===== src/inc/cpu_bus_pkg.sv =====
package cpu_bus_pkg;

  // bus clock
  localparam int CLK_PERIOD_NS = 40;

  // bus status codes
  localparam logic [4:0] STATUS_IDLE = 5'h00;
  localparam logic [4:0] STATUS_SEQ_FETCH = 5'h08;
  localparam logic [4:0] STATUS_NONSEQ_FETCH = 5'h09;
  localparam logic [4:0] STATUS_DATA_XFER = 5'h0A;
  localparam logic [4:0] STATUS_RMW_READ = 5'h0B;
  localparam logic [4:0] STATUS_EA_READ = 5'h0C;

  // width code for 32-bit memory, block and burst limits
  localparam logic [1:0] WIDTH_32 = 2'h3;
  localparam logic [1:0] DWORD_LAST = 2'h3;
  localparam logic [1:0] NIBBLE_MAX = 2'h3;
  localparam logic [1:0] COUNT_RST = 2'h0;
  localparam logic [1:0] COUNT_FIRST = 2'h1;
  localparam logic [3:0] BE_ALL = 4'hF;
  localparam logic [3:0] BE_NONE = 4'h0;

  // reset values and pin input width
  localparam logic [31:0] ADDR_RST = 32'h0000_0000;
  localparam logic [31:0] DATA_RST = 32'h0000_0000;
  localparam logic [1:0] WIDTH_RST = 2'h0;
  localparam int PIN_W = 40;

  // sequencer states, one-hot
  typedef enum logic [5:0] {
    BUS_IDLE = 6'h01,
    LOCK_LEAD = 6'h02,
    FIRST_TRANSFER_STATE = 6'h04,
    SECOND_TRANSFER_STATE = 6'h08,
    BURST_NIBBLE_STATE = 6'h10,
    LOCK_TRAIL = 6'h20
  } bus_state_t;

  // request from the core
  typedef struct packed {
    logic [31:0] addr;
    logic [4:0] status;
    logic write;
    logic locked;
    logic [3:0] byte_en;
    logic [31:0] wdata;
  } bus_req_t;

  // answer to the core, one per data item
  typedef struct packed {
    logic [31:0] addr;
    logic [31:0] rdata;
    logic err;
    logic retry;
    logic inhibit;
    logic last;
  } bus_rsp_t;

  // bus inputs from pins
  typedef struct packed {
    logic ready_n;
    logic burst_accept_in_n;
    logic bus_error_in_n;
    logic bus_retry_in_n;
    logic [1:0] bus_width_in;
    logic io_decode_in_n;
    logic cache_inhibit_in;
    logic [31:0] data;
  } pin_in_t;

  localparam pin_in_t PIN_IN_RST = '{1'b1, 1'b1, 1'b1, 1'b1, WIDTH_RST, 1'b1, 1'b0, DATA_RST};

endpackage : cpu_bus_pkg


===== src/design/pin_sync.sv =====
`timescale 1ns/100ps
module pin_sync (
  // clock and reset
  input wire logic sys_clk,
  input wire logic rst_n,
  // raw pins and their synchronised copy
  input wire cpu_bus_pkg::pin_in_t raw,
  output cpu_bus_pkg::pin_in_t synced
);

  logic [cpu_bus_pkg::PIN_W-1:0] meta_q;
  logic [cpu_bus_pkg::PIN_W-1:0] sync_q;

  // two flops per pin bit; first stage feeds only the second
  for (genvar i = 0; i < cpu_bus_pkg::PIN_W; i++) begin : g_bit
    always_ff @(posedge sys_clk) begin
      if (!rst_n) begin
        meta_q[i] <= cpu_bus_pkg::PIN_IN_RST[i];
        sync_q[i] <= cpu_bus_pkg::PIN_IN_RST[i];
      end else begin
        meta_q[i] <= raw[i];
        sync_q[i] <= meta_q[i];
      end
    end
  end

  assign synced = sync_q;

endmodule : pin_sync


===== src/design/burst_stepper.sv =====
`timescale 1ns/100ps
module burst_stepper (
  // current nibble address and count
  input wire logic [31:0] addr,
  input wire logic [1:0] count,
  // next nibble address and end conditions
  output logic [31:0] next_addr,
  output logic [1:0] next_count,
  output logic block_last,
  output logic count_done
);

  // wrap dword index inside the 16-byte block, zero byte offset
  always_comb begin
    next_addr = {addr[31:4], 2'(addr[3:2] + 2'h1), 2'h0};
    next_count = 2'(count + 2'h1);
    block_last = (addr[3:2] == cpu_bus_pkg::DWORD_LAST);
    count_done = (count == cpu_bus_pkg::NIBBLE_MAX);
  end

endmodule : burst_stepper


===== src/design/cpu_bus_sequencer.sv =====
`timescale 1ns/100ps
module cpu_bus_sequencer (
  // clock and reset
  input wire logic sys_clk,
  input wire logic rst_n,
  // request port from the core
  input wire logic req_valid,
  input wire cpu_bus_pkg::bus_req_t req,
  output logic req_ready,
  input wire logic flow_change,
  input wire logic data_cache_enable_bit,
  input wire logic data_cache_lock_bit,
  input wire logic interlocked_bit_instr,
  // answer port to the core
  output logic rsp_valid,
  output cpu_bus_pkg::bus_rsp_t rsp,
  // bus pins in
  input wire cpu_bus_pkg::pin_in_t pin_in,
  // bus pins out
  output logic [31:0] addr_out,
  output logic [4:0] status_out,
  output logic cycle_start_n,
  output logic [3:0] byte_enable_lines_n,
  output logic write_out,
  output logic [31:0] data_out,
  output logic data_oe,
  output logic burst_request_out_n,
  output logic interlock_out_n
);

  cpu_bus_pkg::bus_state_t state_q, state_d;
  cpu_bus_pkg::bus_req_t cur_q, cur_d;
  cpu_bus_pkg::bus_rsp_t rsp_q, rsp_d;
  cpu_bus_pkg::pin_in_t pins;
  logic [31:0] addr_q, addr_d;
  logic [3:0] be_q, be_d;
  logic [1:0] count_q, count_d;
  logic burst_q, burst_d;
  logic fetch_q, fetch_d;
  logic lock_q, lock_d;
  logic rsp_valid_q, rsp_valid_d;
  logic [31:0] step_addr;
  logic [1:0] step_count;
  logic block_last;
  logic count_done;
  logic rdy_act;
  logic req_fetch;
  logic req_data_rd;
  logic burst_ok;
  logic cont_open;
  logic nib_stop;
  logic cycle_end_lock;
  logic busy;

  // all bus inputs pass two flops first
  pin_sync u_pin_sync (
    .sys_clk(sys_clk),
    .rst_n(rst_n),
    .raw(pin_in),
    .synced(pins)
  );

  // nibble address stepping and burst length
  burst_stepper u_burst_stepper (
    .addr(addr_q),
    .count(count_q),
    .next_addr(step_addr),
    .next_count(step_count),
    .block_last(block_last),
    .count_done(count_done)
  );

  // burst eligibility of the incoming request
  always_comb begin
    rdy_act = !pins.ready_n;
    req_fetch = (req.status == cpu_bus_pkg::STATUS_SEQ_FETCH) ||
                (req.status == cpu_bus_pkg::STATUS_NONSEQ_FETCH);
    req_data_rd = (req.status == cpu_bus_pkg::STATUS_DATA_XFER) ||
                  (req.status == cpu_bus_pkg::STATUS_RMW_READ) ||
                  (req.status == cpu_bus_pkg::STATUS_EA_READ);
    burst_ok = !req.write &&
               ((req_fetch && (req.addr[3:2] != cpu_bus_pkg::DWORD_LAST)) ||
                (req_data_rd && data_cache_enable_bit && !data_cache_lock_bit &&
                 !(req.locked && interlocked_bit_instr)));
  end

  // burst continuation and termination, using final wait state inputs only
  always_comb begin
    cont_open = burst_q && !pins.burst_accept_in_n &&
                pins.bus_retry_in_n &&
                pins.io_decode_in_n && (pins.bus_width_in == cpu_bus_pkg::WIDTH_32) &&
                !(fetch_q && flow_change);
    nib_stop = pins.burst_accept_in_n || !pins.bus_retry_in_n ||
               (fetch_q ? (block_last || flow_change) : count_done);
    cycle_end_lock = cur_q.locked &&
                     (cur_q.write ? pins.bus_retry_in_n : !pins.bus_error_in_n);
  end

  // only idle may take a request; while locked only locked accesses pass
  assign req_ready = (state_q == cpu_bus_pkg::BUS_IDLE) && (!lock_q || req.locked);

  // sequencer next state and datapath
  always_comb begin
    state_d = state_q;
    cur_d = cur_q;
    addr_d = addr_q;
    be_d = be_q;
    count_d = count_q;
    burst_d = burst_q;
    fetch_d = fetch_q;
    lock_d = lock_q;
    rsp_valid_d = 1'b0;
    rsp_d = rsp_q;
    case (state_q)
      cpu_bus_pkg::BUS_IDLE: begin
        if (req_valid && req_ready) begin
          cur_d = req;
          addr_d = req.addr;
          be_d = req.byte_en;
          burst_d = burst_ok;
          fetch_d = req_fetch;
          count_d = cpu_bus_pkg::COUNT_RST;
          if (req.locked && !lock_q) begin
            lock_d = 1'b1;
            state_d = cpu_bus_pkg::LOCK_LEAD;
          end else begin
            state_d = cpu_bus_pkg::FIRST_TRANSFER_STATE;
          end
        end
      end
      cpu_bus_pkg::LOCK_LEAD: begin
        state_d = cpu_bus_pkg::FIRST_TRANSFER_STATE;
      end
      cpu_bus_pkg::FIRST_TRANSFER_STATE: begin
        state_d = cpu_bus_pkg::SECOND_TRANSFER_STATE;
      end
      cpu_bus_pkg::SECOND_TRANSFER_STATE: begin
        if (rdy_act) begin
          rsp_valid_d = 1'b1;
          rsp_d.addr = addr_q;
          rsp_d.rdata = pins.data;
          rsp_d.err = !pins.bus_error_in_n;
          rsp_d.retry = !pins.bus_retry_in_n;
          rsp_d.inhibit = pins.cache_inhibit_in;
          rsp_d.last = !cont_open;
          if (cont_open) begin
            state_d = cpu_bus_pkg::BURST_NIBBLE_STATE;
            addr_d = step_addr;
            be_d = cpu_bus_pkg::BE_ALL;
            count_d = cpu_bus_pkg::COUNT_FIRST;
          end else begin
            burst_d = 1'b0;
            state_d = cycle_end_lock ? cpu_bus_pkg::LOCK_TRAIL : cpu_bus_pkg::BUS_IDLE;
          end
        end
      end
      cpu_bus_pkg::BURST_NIBBLE_STATE: begin
        if (rdy_act) begin
          rsp_valid_d = 1'b1;
          rsp_d.addr = addr_q;
          rsp_d.rdata = pins.data;
          rsp_d.err = !pins.bus_error_in_n;
          rsp_d.retry = !pins.bus_retry_in_n;
          rsp_d.inhibit = pins.cache_inhibit_in;
          rsp_d.last = nib_stop;
          if (nib_stop) begin
            burst_d = 1'b0;
            state_d = cpu_bus_pkg::BUS_IDLE;
          end else begin
            addr_d = step_addr;
            count_d = step_count;
          end
        end
      end
      cpu_bus_pkg::LOCK_TRAIL: begin
        lock_d = 1'b0;
        state_d = cpu_bus_pkg::BUS_IDLE;
      end
      default: begin
        state_d = cpu_bus_pkg::BUS_IDLE;
      end
    endcase
  end

  // sequencer registers; reset drops any cycle regardless of ready
  always_ff @(posedge sys_clk) begin
    if (!rst_n) begin
      state_q <= cpu_bus_pkg::BUS_IDLE;
      cur_q <= '0;
      addr_q <= cpu_bus_pkg::ADDR_RST;
      be_q <= cpu_bus_pkg::BE_NONE;
      count_q <= cpu_bus_pkg::COUNT_RST;
      burst_q <= 1'b0;
      fetch_q <= 1'b0;
      lock_q <= 1'b0;
      rsp_valid_q <= 1'b0;
      rsp_q <= '0;
    end else begin
      state_q <= state_d;
      cur_q <= cur_d;
      addr_q <= addr_d;
      be_q <= be_d;
      count_q <= count_d;
      burst_q <= burst_d;
      fetch_q <= fetch_d;
      lock_q <= lock_d;
      rsp_valid_q <= rsp_valid_d;
      rsp_q <= rsp_d;
    end
  end

  // bus pin drive
  always_comb begin
    busy = (state_q == cpu_bus_pkg::FIRST_TRANSFER_STATE) ||
           (state_q == cpu_bus_pkg::SECOND_TRANSFER_STATE) ||
           (state_q == cpu_bus_pkg::BURST_NIBBLE_STATE);
    addr_out = addr_q;
    status_out = busy ? cur_q.status : cpu_bus_pkg::STATUS_IDLE;
    cycle_start_n = !(state_q == cpu_bus_pkg::FIRST_TRANSFER_STATE);
    byte_enable_lines_n = busy ? ~be_q : ~cpu_bus_pkg::BE_NONE;
    write_out = busy && cur_q.write;
    data_out = cur_q.wdata;
    data_oe = cur_q.write && ((state_q == cpu_bus_pkg::FIRST_TRANSFER_STATE) ||
                              (state_q == cpu_bus_pkg::SECOND_TRANSFER_STATE));
    // request drops in the same cycle that a refused burst ends
    burst_request_out_n = !(burst_q && busy &&
                            !((state_q == cpu_bus_pkg::SECOND_TRANSFER_STATE) && rdy_act && !cont_open));
    interlock_out_n = !lock_q;
    rsp_valid = rsp_valid_q;
    rsp = rsp_q;
  end
endmodule : cpu_bus_sequencer


===== config.mk =====
export PLATFORM = sky130hd
export DESIGN_NAME = cpu_bus_sequencer
export DESIGN_NICKNAME = d
export VERILOG_FILES = /design/src/inc/cpu_bus_pkg.sv /design/src/design/pin_sync.sv /design/src/design/burst_stepper.sv /design/src/design/cpu_bus_sequencer.sv
export SDC_FILE = /design/constraint.sdc
export NUM_CORES = 1
export LEC_CHECK = 0
export ABC_AREA = 1
export BUFFER_PORTS_ARGS = -buffer_cell sky130_fd_sc_hd__buf_2
export CORE_AREA = 4 4 143 145
export DETAILED_ROUTE_END_ITERATION = 6
export DIE_AREA = 0 0 147 149
export PLACE_DENSITY = 0.76
export REMOVE_ABC_BUFFERS = 1
export SETUP_SLACK_MARGIN = 0.02
export SLEW_MARGIN = 10
export SYNTH_ARGS = -nofsm -noshare
export SYNTH_HDL_FRONTEND = slang
export SYNTH_SLANG_ARGS = --single-unit
export TNS_END_PERCENT = 100

===== constraint.sdc =====
create_clock -name sys_clk -period 1.8 [get_ports sys_clk]
set_clock_uncertainty 0.15 [all_clocks]
set_input_delay 0.09 -clock sys_clk [delete_from_list [all_inputs] [get_ports sys_clk]]
set_output_delay 0.09 -clock sys_clk [all_outputs]
set_load 0.01 [all_outputs]

* Word level (Yosys, flattened, before mapping) *
Index checks and enable logic that the tools add are counted.

word-level totals
  bits in registers = 235
  input port bits = 122
  output and inout port bits = 148
  logic and storage cells = 227

operators by class
  add/subtract/negate cells = 2
  eq/ne operators = 23
  mux-type cells = 41
  bitwise operators = 3
  reduce and logical (&&, ||, !) cells = 59

operators by type and width
  operator                                              count
  two-way mux 68 bit                                    2
  one-hot mux 68 bit (2 select lines)                   1
  one-hot mux 32 bit (3 select lines)                   1
  two-way mux 6 bit                                     6
  two-way mux 32 bit                                    1
  two-way mux 4 bit                                     8
  one-hot mux 6 bit (5 select lines)                    1
  equality test 5 x 4 -> 1 bit (second input constant)  5
  logical AND 1 bit                                     22
  inequality test 2 bit (second input constant)         7
  zero test 1 bit                                       13
  AND reduction 4 bit                                   3
  AND reduction 6 bit                                   2
  logical OR 1 bit                                      10
  two-way mux 1 bit                                     10
  two-way mux 2 bit                                     5
  one-hot mux 4 bit (2 select lines)                    1
  equality test 2 bit (second input constant)           3
  equality test 6 x 1 -> 1 bit (second input constant)  1
  equality test 6 x 2 -> 1 bit (second input constant)  1
  equality test 6 x 3 -> 1 bit (second input constant)  1
  equality test 6 x 4 -> 1 bit (second input constant)  1
  equality test 6 x 5 -> 1 bit (second input constant)  1
  equality test 6 bit (second input constant)           1
  other kinds (14)                                      21

* Logic depth before layout (Yosys ltp) *
Gate-level depths: netlist of the first run.

  word-level depth = 11
  gate-level depth with buffers = 12

* Hierarchy *
A second synthesis of the first run with hierarchy kept.

second synthesis, totals
  cells, all modules = 1264
  area total of the unflattened synthesis = 9510.4 µm²

modules (own cells, without submodules)
  module             times used  cells an instance  area each (µm²)
  cpu_bus_sequencer  1           980                6952.9
  pin_sync           1           249                2296.0
  burst_stepper      1           35                 261.5

* Worst setup path before layout of the first run *
Ideal clock, no wire load.

  path type = flip-flop to flip-flop
  from = register state_q[4]
  to = register cur_q[40] in the netlist's numbering
  library setup time = 0.116 ns
  arrival = 1.380 ns
  data required time = 1.534 ns
  setup slack = 0.154 ns
  stages on the path, launching flop included = 11
  buffers on the path = 2
  period minus slack after synthesis = 1.646 ns
  path through = dfxtp_1 nor2_4 nand2_2 nor2_4 nand2_2 nor2_4 inv_2 buf_6 buf_2 nor2_1 nor2_1

between the ends
  cells in the longest elaborated chain, start to end = 4

RTL lines
  element                          RTL line                                            source
  from (decl)                      cpu_bus_sequencer.sv:31                             cpu_bus_pkg::bus_state_t state_q, state_d;
  from (signal assigned)           cpu_bus_sequencer.sv:188                            state_q <= cpu_bus_pkg::BUS_IDLE;
  from (signal assigned)           cpu_bus_sequencer.sv:199                            state_q <= state_d;
  equality test 6 x 1 -> 1 bit *   cpu_bus_sequencer.sv:100, cpu_bus_sequencer.sv:114
  logical AND 1 bit                cpu_bus_sequencer.sv:100                            assign req_ready = (state_q == cpu_bus_pkg::BUS_IDLE) && (!lock_q || req.locked);
  logical AND 1 bit                cpu_bus_sequencer.sv:116                            if (req_valid && req_ready) begin
  AND reduction 2 bit (no line) *  --
  to (signal assigned)             cpu_bus_sequencer.sv:200                            cur_q <= cur_d;
  to (decl)                        cpu_bus_sequencer.sv:32                             cpu_bus_pkg::bus_req_t cur_q, cur_d;

Every way passes the cells marked *; elsewhere a longest branch is shown, timed or not.
A chain may end at the register's enable or synchronous reset.

* Final worst setup path of the first run *
  from = register state_q[4]
  to = register addr_q[25] (netlist: addr_out[25])

between the ends
  cells in the longest elaborated chain, start to end = 4
  elaborated cells on any way between the ends = 8
  those cells by class = eq/ne (3); bitwise (2); reduce/logical (3)

RTL lines
  element                          RTL line                                            source
  equality test 6 x 1 -> 1 bit     cpu_bus_sequencer.sv:100, cpu_bus_sequencer.sv:114
  logical AND 1 bit                cpu_bus_sequencer.sv:100
  logical AND 1 bit                cpu_bus_sequencer.sv:116
  AND reduction 4 bit (no line) *  --
  to (signal assigned)             cpu_bus_sequencer.sv:190                            addr_q <= cpu_bus_pkg::ADDR_RST;
  to (signal assigned)             cpu_bus_sequencer.sv:201                            addr_q <= addr_d;
  to (decl)                        cpu_bus_sequencer.sv:35                             logic [31:0] addr_q, addr_d;

Marked as above.

==> impl_results.md, run 1 <==
* Cell taking the most area after synthesis: dfxtp_1
* Non-Filler Instances at 1785
* Main combinational cell family by area after synthesis: simple AND/OR/NAND/NOR gates
* Psw at 6.256 mW
* P_int at 11.99 mW
* Status: finished with violations
* DR iter-0 viols at 560
* Max FO, Critical Path at 7
* CP required at 2.09 ns
* Post-Synth Simple-Gate Area at 0.2279
* Post-Route Utilization at 0.7035
* PD cells at 1350 nW/um^2
* Min-Delay Path Depth at 7
* RSZ-0062 raised after global routing: true
* R2r startpoint: state_q[4]$_SDFFE_PN0P_
* IO buf count at 269
* Synth cell types at 30
* Final setup TNS at -27.52 ns
* Clock transition at the registers of the reported paths at 0.06 ns
* Largest net degree at the start of global routing at 109
* Post-route clock period utilization at 1.169
* Max-cap violations at 0
* Number of buffers created by CTS at 25
* Final hold vios at 0
* DR WL/cell at 17.74 um
* Failing checks: setup timing
* Register-to-register setup slack at -0.30 ns
* Clock root cell: clkbuf_16
* Inst Count DP at 1562
* Via/cell ratio at 4.959
* Clock latency on the worst-skew pair at 0.51 ns
* Minimum clock period at 2.105 ns
* Initial core utilization at 0.4553
* Post-synth EDFFs at 0
* Layout area overhead at 54.51%
* Adder-cell share of the synthesized area at 0.002862
* VDD IR max at 809.8 uV
* Share of total power in combinational logic at 0.345
* FF-to-FF path depth at 11
* Crit path from: state_q[4]$_SDFFE_PN0P_
* CTS tree: done
* Post-synth top area share at 0.5380
* Critical path class: flop to flop
* Compound-Gate Fraction of Synth Area at 0.09529
* Routed wire length at 31670 um
* Cell Area, Synth at 8745 um^2
* Flop pwr share at 0.367
* Net switching fraction of the power at 0.3429
* Io pins at 270
* Max-Slew Margin vs Limit at 0.5992
* CTS max path bufs at 3
* Worst EP arrival at 2.39 ns
* Peak Freq at 0.4751 GHz
* Worst slew pin tran at 0.6012 ns
* Worst setup SP type: flop
* Crit end category: flop
* Leading cell type in the layout, fill and taps excluded: buf_2
* Synth Register Bits at 235
* DIE AREA at 21900 um^2
* Syn_area_per_cell at 7.822 um^2
* Via Count at 8851
* GP Congestion at 0.8332
* Die height at 149 um
* Total power at 18.24 mW
* Synth area leaders: dfxtp_1 54%, nor2_1 13%, nand2_1 6.2%
* Final count of negative-setup-slack endpoints at 162
* Mux share of post-synthesis cell area at 0
* Total GRT Usage at 0.2233
* Hold endpoint: rsp[0]$_SDFFE_PN0P_
* Die Width at 147 um
* Antenna violations before repair at 0
* Worst Hold Margin at 0.09041 ns
* Commonest cells after routing, fill and taps aside: 267 x buf_2, 236 x nor2_1, 229 x dfxtp_1, 139 x nand2_1, 129 x dlygate4sd3_1
* Final setup margin at -0.3047 ns
* Worst Hold Class: input port to flop
* DRT Pass-1 Iters at 5
* Slew Limit Fails at 0
* Main synth FF type: dfxtp_1
* DRC at 0
* Synth Area in XOR/XNOR at 0
* Cell Rows at 51
* First-pass GRT wire length at 40540 um
* Number of H-tree levels at 1
* Final HPWL DP at 14600 um
* Layout cells sized above 1 at 0.3687
* Asr flop ratio synth at 0
* Global route overflow at 0
* R2r endpoint: addr_out[25]$_SDFFE_PN0P_
* Beginning of the worst hold path: flow_change
* Cells after Synth at 1118
* Final ANT Viol Nets at 0
* CTS Sinks at 235
* Clock power frac at 0.288
* Sequential share of the synthesized area at 0.5380
* Vias in the first global route at 8284
* Leakage at 6.946 nW
* Yosys warnings at 0
* Core area at 19210 um^2
* Fin nets at 1625
-- flip-flops by register name, indices dropped and copies added, names as in the netlist --
register           count
state_q                6
rsp                   68
burst_q                1
data_out              32
addr_out              32
u_pin_sync.synced     40
u_pin_sync.meta_q     40
cur_q                  7
rsp_valid              1
lock_q                 1
fetch_q                1
be_q                   4
count_q                2
-- area by class of cell --
class                           count  area (um^2)
Fill cell                        1347         5695
Sequential cell                   235         4715
Timing Repair Buffer              474         3787
Multi-Input combinational cell    654         3392
Clock buffer                       35        743.2
Inverter                          111        431.7
Tap cell                          265        331.6
Clock inverter                     10        108.9
Antenna cell                        1        2.502
-- power by group through the flow --
stage          Combinational (mW)  Sequential [mW]  Clock, mW
4_1_cts                      4.12             6.47       5.31
3_5_place_dp                 3.71             6.56          0
2_1_floorplan                1.78             6.76          0
6_report                     6.29             6.70       5.26
3_3_place_gp                 3.62             6.54          0
5_1_grt                      6.69             6.78       5.49
-- metrics by stage --
stage | cell area, um^2 | setup slack [ns]
3_5_place_dp | 9955 | -0.01481
2_1_floorplan | 7973 | -0.9877
5_1_grt | 13510 | -0.3878
3_3_place_gp | 9955 | 0.03294
6_report | 13510 | -0.3047
4_1_cts | 12230 | -0.2416
-- layer usage --
metal	GRT usage	up-vias	routed length (um)
li1	-	4140	-
met1	0.2447	4145	11860
met2	0.4121	429	15610
met3	0.05621	137	2514
met4	0.09180	0	1685
met5	0	-	0
-- worst max-delay path by stage --
| stage | end | slack [ns] |
|---|---|---|
| 6_report | addr_out[25]$_SDFFE_PN0P_ | -0.30 |
| 2_1_floorplan | rsp[0]$_SDFFE_PN0P_ | -0.99 |
| 5_1_grt | addr_out[25]$_SDFFE_PN0P_ | -0.39 |
| 4_1_cts | status_out[4] | -0.24 |
| 3_3_place_gp | count_q[0]$_SDFFE_PN0P_ | 0.03 |
| 3_5_place_dp | rsp[36]$_SDFFE_PN0P_ | -0.01 |
-- synthesized netlist by cell type (2+ instances only) --
master and n:
o21ai_1 49, nand3_1 14, inv_1 107, nor2_1 299, or2_2 10, a21oi_2 2
o21ai_0 93, nor2_2 3, nand3b_1 2, a21oi_1 13, nand2_1 144, dfxtp_1 235
o211ai_1 2, buf_6 10, ha_1 2, o21ai_2 2, nor2_4 7, inv_2 4
buf_4 64, buf_2 11, nand2_2 2, nor3_1 3, clkbuf_1 33
-- logic make-up after synthesis --
family / Yosys count
AOI/OAI and AO/OA: 162
adders and majority gates: 2
buffers and inverters: 229
DFF: 235
and+or+nand+nor: 490
-- critical path, stage by stage (launching register included) --
cell     delay, ns
dfxtp_4       0.36
nor2_4        0.14
buf_6         0.13
buf_6         0.10
nand2_4       0.04
nor2_4        0.15
nand2_4       0.08
nor2_4        0.28
buf_6         0.21
buf_8         0.16
o21ai_2       0.07
nor2_1        0.16
-- repair_timing --
| item | 4_1_cts | 5_1_grt |
|---|---|---|
| gates cloned | 0 | 24 |
| setup endpoints to repair | 81 | 162 |
| resized for setup | 32 | 239 |
| hold buffers | 129 | 0 |
| hold endpoints to repair | 159 | 0 |
| setup buffers | 8 | 17 |
| pin swaps | 10 | 67 |
Note: power is estimated with default switching activity, not from simulation.
==> inputs of run 2 (changes only) <==
--- a/config.mk
+++ b/config.mk
@@ -10,6 +10,7 @@
 export CORE_AREA = 4 4 143 145
 export DETAILED_ROUTE_END_ITERATION = 6
 export DIE_AREA = 0 0 147 149
+export HOLD_SLACK_MARGIN = 0.1
 export PLACE_DENSITY = 0.76
 export REMOVE_ABC_BUFFERS = 1
 export SETUP_SLACK_MARGIN = 0.02
==> run 2 against run 1 <==
Compared with the run above: the run still ends with setup timing left; core utilization increased by 2.3 points; sequential share of layout area decreased by 1.1 points; via count increased by 2.8%; non-clock buffer count increased by 32; largest power group unchanged.
==> impl_results.md, run 2 (synthesis results as in run 1) <==
* Critical path class: flop to flop
* Leakage at 7.073 nW
* Final setup margin at -0.3841 ns
* Clock power frac at 0.291
* Fin nets at 1657
* Layout Cell Area excl Fill at 13950 um^2
* Leading cell type in the layout, fill and taps excluded: buf_2
* IO buf count at 269
* Via/cell ratio at 5.005
* Io pins at 270
* Share of total power in combinational logic at 0.340
* Setup crit end: addr_out[7]$_SDFFE_PN0P_
* DRC at 0
* Status: finished with violations
* Post-route clock period utilization at 1.213
* R2r endpoint: addr_out[7]$_SDFFE_PN0P_
* Register-to-register setup slack at -0.38 ns
* Commonest cells after routing, fill and taps aside: 263 x buf_2, 247 x nor2_1, 229 x dfxtp_1, 155 x dlygate4sd3_1, 135 x nand2_1
* PD cells at 1304 nW/um^2
* Flop pwr share at 0.369
* Final HPWL DP at 14600 um
* Worst Hold Class: input port to flop
* R2r startpoint: state_q[4]$_SDFFE_PN0P_
* Routed wire length at 33650 um
* Worst EP arrival at 2.47 ns
* Worst slew pin tran at 0.4344 ns
* Max FFs per register at 68
* Number of buffers created by CTS at 25
* Largest net degree at the start of global routing at 109
* Crit end category: flop
* Post-Route Utilization at 0.7261
* Layout cells sized above 1 at 0.3617
* Dpl cell area at 9955 um^2
* Max-Slew Margin vs Limit at 0.7101
* Core area at 19210 um^2
* Final ANT Viol Nets at 0
* Clock latency on the worst-skew pair at 0.52 ns
* Final count of negative-setup-slack endpoints at 159
* FILL cells at 1310
* Antenna violations before repair at 0
* CP required at 2.09 ns
* DRT Pass-1 Iters at 7
* DIE AREA at 21900 um^2
* Inst Count DP at 1562
* Crit path from: state_q[4]$_SDFFE_PN0P_
* Global route overflow at 0
* Slew Limit Fails at 0
* Psw at 6.245 mW
* Setup WS pre-CTS at -0.01481 ns
* Peak Freq at 0.4578 GHz
* Total GRT Usage at 0.2316
* P_int at 11.94 mW
* CTS tree: done
* CTS Sinks at 235
* Max-cap violations at 0
* Minimum clock period at 2.184 ns
* Via Count at 9099
* Non-Filler Instances at 1818
* Failing checks: setup timing
* Layout area overhead at 59.48%
* Cell Rows at 51
* VDD IR max at 840.8 uV
* DR WL/cell at 18.51 um
* Net switching fraction of the power at 0.3434
* Worst setup SP type: flop
* Initial core utilization at 0.4553
* Final hold vios at 0
* FF-to-FF path depth at 11
* First-pass GRT wire length at 42030 um
* Max FO, Critical Path at 7
* Vias in the first global route at 8497
* CTS max path bufs at 3
* Die Width at 147 um
* Clock transition at the registers of the reported paths at 0.07 ns
* GP Congestion at 0.8332
* Number of H-tree levels at 1
* Clock root cell: clkbuf_16
* Die height at 149 um
* DR iter-0 viols at 668
* RSZ-0062 raised after global routing: true
* Final setup TNS at -24.48 ns
run 2: cell count changes in the layout (fill, tap and decap cells not counted), moves of 5 or more:
cell           change
buf_6              +8
clkbuf_16          +5
dlygate4sd3_1     +26
nand2_2            +5
nor2_1            +11
nor2_2            -11
run 2: cell type report:
| type | count | area, um^2 | area share |
|---|---|---|---|
| antenna | 2 | 5.005 | 0.0003589 |
| clock buffer | 35 | 743.2 | 0.05329 |
| clock inverter | 10 | 108.9 | 0.007805 |
| inverter | 111 | 436.7 | 0.03131 |
| multi-input combinational | 654 | 3374 | 0.2420 |
| sequential | 235 | 4717 | 0.3382 |
| tap | 265 | 331.6 | 0.02378 |
| timing repair buffer | 506 | 4229 | 0.3032 |
run 2: how the worst min path moves through the flow:
stage,startpoint,endpoint,depth (start not counted)
after floorplan,rst_n,state_q[0]$_SDFFE_PN1P_,1
after global placement,pin_in[5],u_pin_sync.meta_q[5]$_SDFF_PN0_,3
after detailed placement,pin_in[13],u_pin_sync.meta_q[13]$_SDFF_PN0_,3
after CTS,pin_in[36],u_pin_sync.meta_q[36]$_SDFF_PN1_,3
after global routing,pin_in[39],u_pin_sync.meta_q[39]$_SDFF_PN1_,3
final,pin_in[39],u_pin_sync.meta_q[39]$_SDFF_PN1_,3
run 2: power by group through the flow:
stage                     sequential (mW)  clock [mW]  combinational, mW
after floorplan                      6.76           0               1.78
after global placement               6.54           0               3.62
after detailed placement             6.56           0               3.71
after CTS                            6.47        5.31               4.16
after global routing                 6.79        5.51               6.58
final                                6.71        5.29               6.18
run 2: what timing repair did:
item,CTS,global route
hold endpoints to repair,230,0
buffers inserted,8,18
gates cloned,0,30
gates resized for setup,32,253
setup endpoints to repair,81,178
pin swaps,10,80
hold buffers,155,0
run 2: worst max-delay path: stages (launching register included):
cell and delay, ns:
dfxtp_4 0.36, nor2_4 0.14, buf_6 0.13, buf_6 0.11
nand2_4 0.05, nor2_4 0.16, nand2_4 0.08, nor2_4 0.28
buf_8 0.19, clkbuf_16 0.19, o21ai_2 0.06, nor2_1 0.20
run 2: stage by stage:
stage | hold slack, ns | power [mW]
CTS | 0.1331 | 15.95
global route | 0.1593 | 18.88
detailed placement | 0.1237 | 10.27
global placement | 0.1204 | 10.16
floorplan | 0.02412 | 8.543
finish | 0.1557 | 18.19
run 2: routing by layer:
layer	vias to the layer above	routed length (um)	global-route usage
li1	4210	-	-
met1	4292	12680	0.2509
met2	470	16780	0.4282
met3	127	2557	0.05864
met4	0	1639	0.1002
met5	-	0	0
==> inputs of run 3 (changes only) <==
--- a/config.mk
+++ b/config.mk
@@ -6,12 +6,13 @@
 export NUM_CORES = 1
 export LEC_CHECK = 0
 export ABC_AREA = 1
-export BUFFER_PORTS_ARGS = -buffer_cell sky130_fd_sc_hd__buf_2
+export BUFFER_PORTS_ARGS = -buffer_cell sky130_fd_sc_hd__clkbuf_2
+export CAP_MARGIN = 25
 export CORE_AREA = 4 4 143 145
 export DETAILED_ROUTE_END_ITERATION = 6
 export DIE_AREA = 0 0 147 149
 export HOLD_SLACK_MARGIN = 0.1
-export PLACE_DENSITY = 0.76
+export PLACE_DENSITY = 0.73
 export REMOVE_ABC_BUFFERS = 1
 export SETUP_SLACK_MARGIN = 0.02
 export SLEW_MARGIN = 10
==> constraint.sdc (replaced) <==
create_clock -name sys_clk -period 2.3 [get_ports sys_clk]
set_clock_uncertainty 0.15 [all_clocks]
set_input_delay 0.115 -clock sys_clk [delete_from_list [all_inputs] [get_ports sys_clk]]
set_output_delay 0.115 -clock sys_clk [all_outputs]
set_load 0.01 [all_outputs]
==> run 3 against run 2 <==
Compared with the run above: the run now ends clean; setup slack better by 0.47 ns; clock-buffer cell count shrank 5; final area is 13% lower; critical path depth down 3; die area did not move; sequential power decreased by 24%; final cell count shrank 3.8%; combinational power down 50%; via count down 10%; power down 34%; critical endpoint is now burst_request_out_n.
==> impl_results.md, run 3 (synthesis results as in run 1) <==
* Core area at 19210 um^2
* Max FO, Critical Path at 11
* Final ANT Viol Nets at 0
* PD cells at 983.9 nW/um^2
* IO buf count at 269
* Critical path class: flop to output port
* Clock transition at the registers of the reported paths at 0.06 ns
* Max-cap violations at 0
* Worst EP arrival at 1.95 ns
* CTS tree: done
* Max-Slew Margin vs Limit at 0.6817
* Die height at 149 um
* CP dominant cell by count: nand2_1
* Cell Rows at 51
* Max FFs per register at 68
* DIE AREA at 21900 um^2
* Antenna diodes at 0
* Register-to-register setup slack at 0.12 ns
* Final hold vios at 0
* Clock root cell: clkbuf_16
* Leakage at 6.445 nW
* Number of H-tree levels at 1
* Via/cell ratio at 4.672
* Commonest cells after routing, fill and taps aside: 299 x nor2_1, 268 x clkbuf_2, 233 x dfxtp_1, 156 x dlygate4sd3_1, 144 x nand2_1
* Crit path largest cell delay at 0.34 ns
* Vias in the first global route at 8182
* DRC at 0
* Worst setup SP type: flop
* Leading cell type in the layout, fill and taps excluded: nor2_1
* CTS max path bufs at 3
* Peak Freq at 0.4510 GHz
* Final count of negative-setup-slack endpoints at 0
* DR iter-0 viols at 414
* CP bufs+invs at 3
* Io pins at 270
* Setup WS pre-CTS at 0.3744 ns
* CP Cell Sequence: nor2_4 -> nand2_1 -> nor3_2 -> inv_2 -> nand2_1 -> buf_4 -> o211ai_1 -> clkbuf_2
* VDD IR max at 714.8 uV
* Final setup margin at 0.08251 ns
* Worst Hold Class: input port to flop
* Via Count at 8171
* Clock latency on the worst-skew pair at 0.52 ns
* Status: completed
* Layout cells sized above 1 at 0.2433
* Antenna violations before repair at 0
* Post-route clock period utilization at 0.9641
* First-pass GRT wire length at 39710 um
* Routed wire length at 24510 um
* Total GRT Usage at 0.2173
* Final HPWL DP at 14290 um
* Minimum clock period at 2.217 ns
* Critical Path Slowest Stage Cell: dfxtp_1
* CTS Sinks at 235
* DR WL/cell at 14.01 um
* Initial core utilization at 0.4553
* Largest net degree at the start of global routing at 125
* Number of buffers created by CTS at 24
* Slew Limit Fails at 0
* Top Family by Delay on Critical Path: simple AND/OR/NAND/NOR gates
* Fin nets at 1592
* CP required at 2.04 ns
* Layout area overhead at 39.45%
* DRT Pass-1 Iters at 4
* Crit end category: output port
* Final setup TNS at 0 ns
* RSZ-0062 raised after global routing: true
* Global route overflow at 0
* FILL cells at 1499
* Die Width at 147 um
* GP Congestion at 0.8957
* Worst slew pin tran at 0.4742 ns
[run 3: changes by cell type in the layout (fill, tap and decap cells not counted), moves of 9 or more]
cell	delta
nor2_2	-44
buf_2	-263
clkbuf_16	-20
buf_4	-10
clkbuf_2	+268
buf_6	-23
nand2_1	+9
nor2_1	+52
o21ai_0	+65
o21ai_4	-9
o21ai_2	-45
o21ai_1	-11
[run 3: timing repair]
| action | in CTS | in global routing |
|---|---|---|
| setup endpoints to repair | 7 | 13 |
| endpoints found under the hold margin | 228 | 0 |
| hold buffers | 158 | 0 |
| gates resized for setup | 2 | 3 |
| setup buffers | 2 | 4 |
| pin swaps | 3 | 3 |
| gates cloned | 0 | 0 |
[run 3: worst register-to-register path, cell delays in order (launching register included)]
cell	delay, ns
dfxtp_2	0.34
nor2_4	0.16
buf_4	0.15
nand2_2	0.06
nor2_4	0.16
nand2_2	0.09
nor2_4	0.14
buf_6	0.14
o21ai_0	0.08
a21oi_1	0.13
dlygate4sd3_1	0.55
[run 3: cell type report]
class | count | area [um^2] | share of cell area
Clock buffer | 30 | 643.1 | 0.05274
Multi-Input combinational cell | 654 | 2856 | 0.2342
Clock inverter | 12 | 131.4 | 0.01077
Inverter | 111 | 416.7 | 0.03417
Timing Repair Buffer | 442 | 3108 | 0.2549
Tap cell | 265 | 331.6 | 0.02719
Sequential cell | 235 | 4707 | 0.3860
[run 3: power by group]
part           switching [mW]  leakage [nW]  total (mW)  internal [mW]
clock network            1.58         0.382        3.80           2.22
logic                    1.85          4.13        3.09           1.24
registers               0.407          1.93        5.11           4.70
total                    3.84          6.45        12.0           8.16
[run 3: path summary, 6_finish.rpt]
check | startpoint | endpoint | cells past startpoint
setup / recovery | state_q[0]$_SDFFE_PN1P_ | burst_request_out_n | 8
hold / removal | pin_in[39] | u_pin_sync.meta_q[39]$_SDFF_PN1_ | 3
setup reg to reg | state_q[4]$_SDFFE_PN0P_ | cur_q[36]$_SDFFE_PN0P_ | 10
hold reg to reg | u_pin_sync.meta_q[15]$_SDFF_PN0_ | u_pin_sync.synced[15]$_SDFF_PN0_ | 2
[run 3: per-layer routing]
metal | track usage | part of all wire | vias up
met1 | 0.2492 | 0.39 | 3714
met3 | 0.05257 | 0.070 | 86
li1 | - | - | 4068
met2 | 0.3886 | 0.49 | 303
met5 | 0 | 0 | -
met4 | 0.09087 | 0.044 | 0
[run 3: through the flow]
step                      cell area [um^2]  hold WS (ns)  utilization  instances  power, mW
after floorplan                       7973       0.04912            -       1000      6.686
after global placement                9802        0.1455       0.5103       1545      7.860
after detailed placement              9802        0.1501       0.5103       1545      7.905
after CTS                            12180        0.1642       0.6341       1747      11.96
after global routing                 12190        0.2014       0.6349       1749      12.68
final                                12190        0.2045       0.6349       1749      12.00
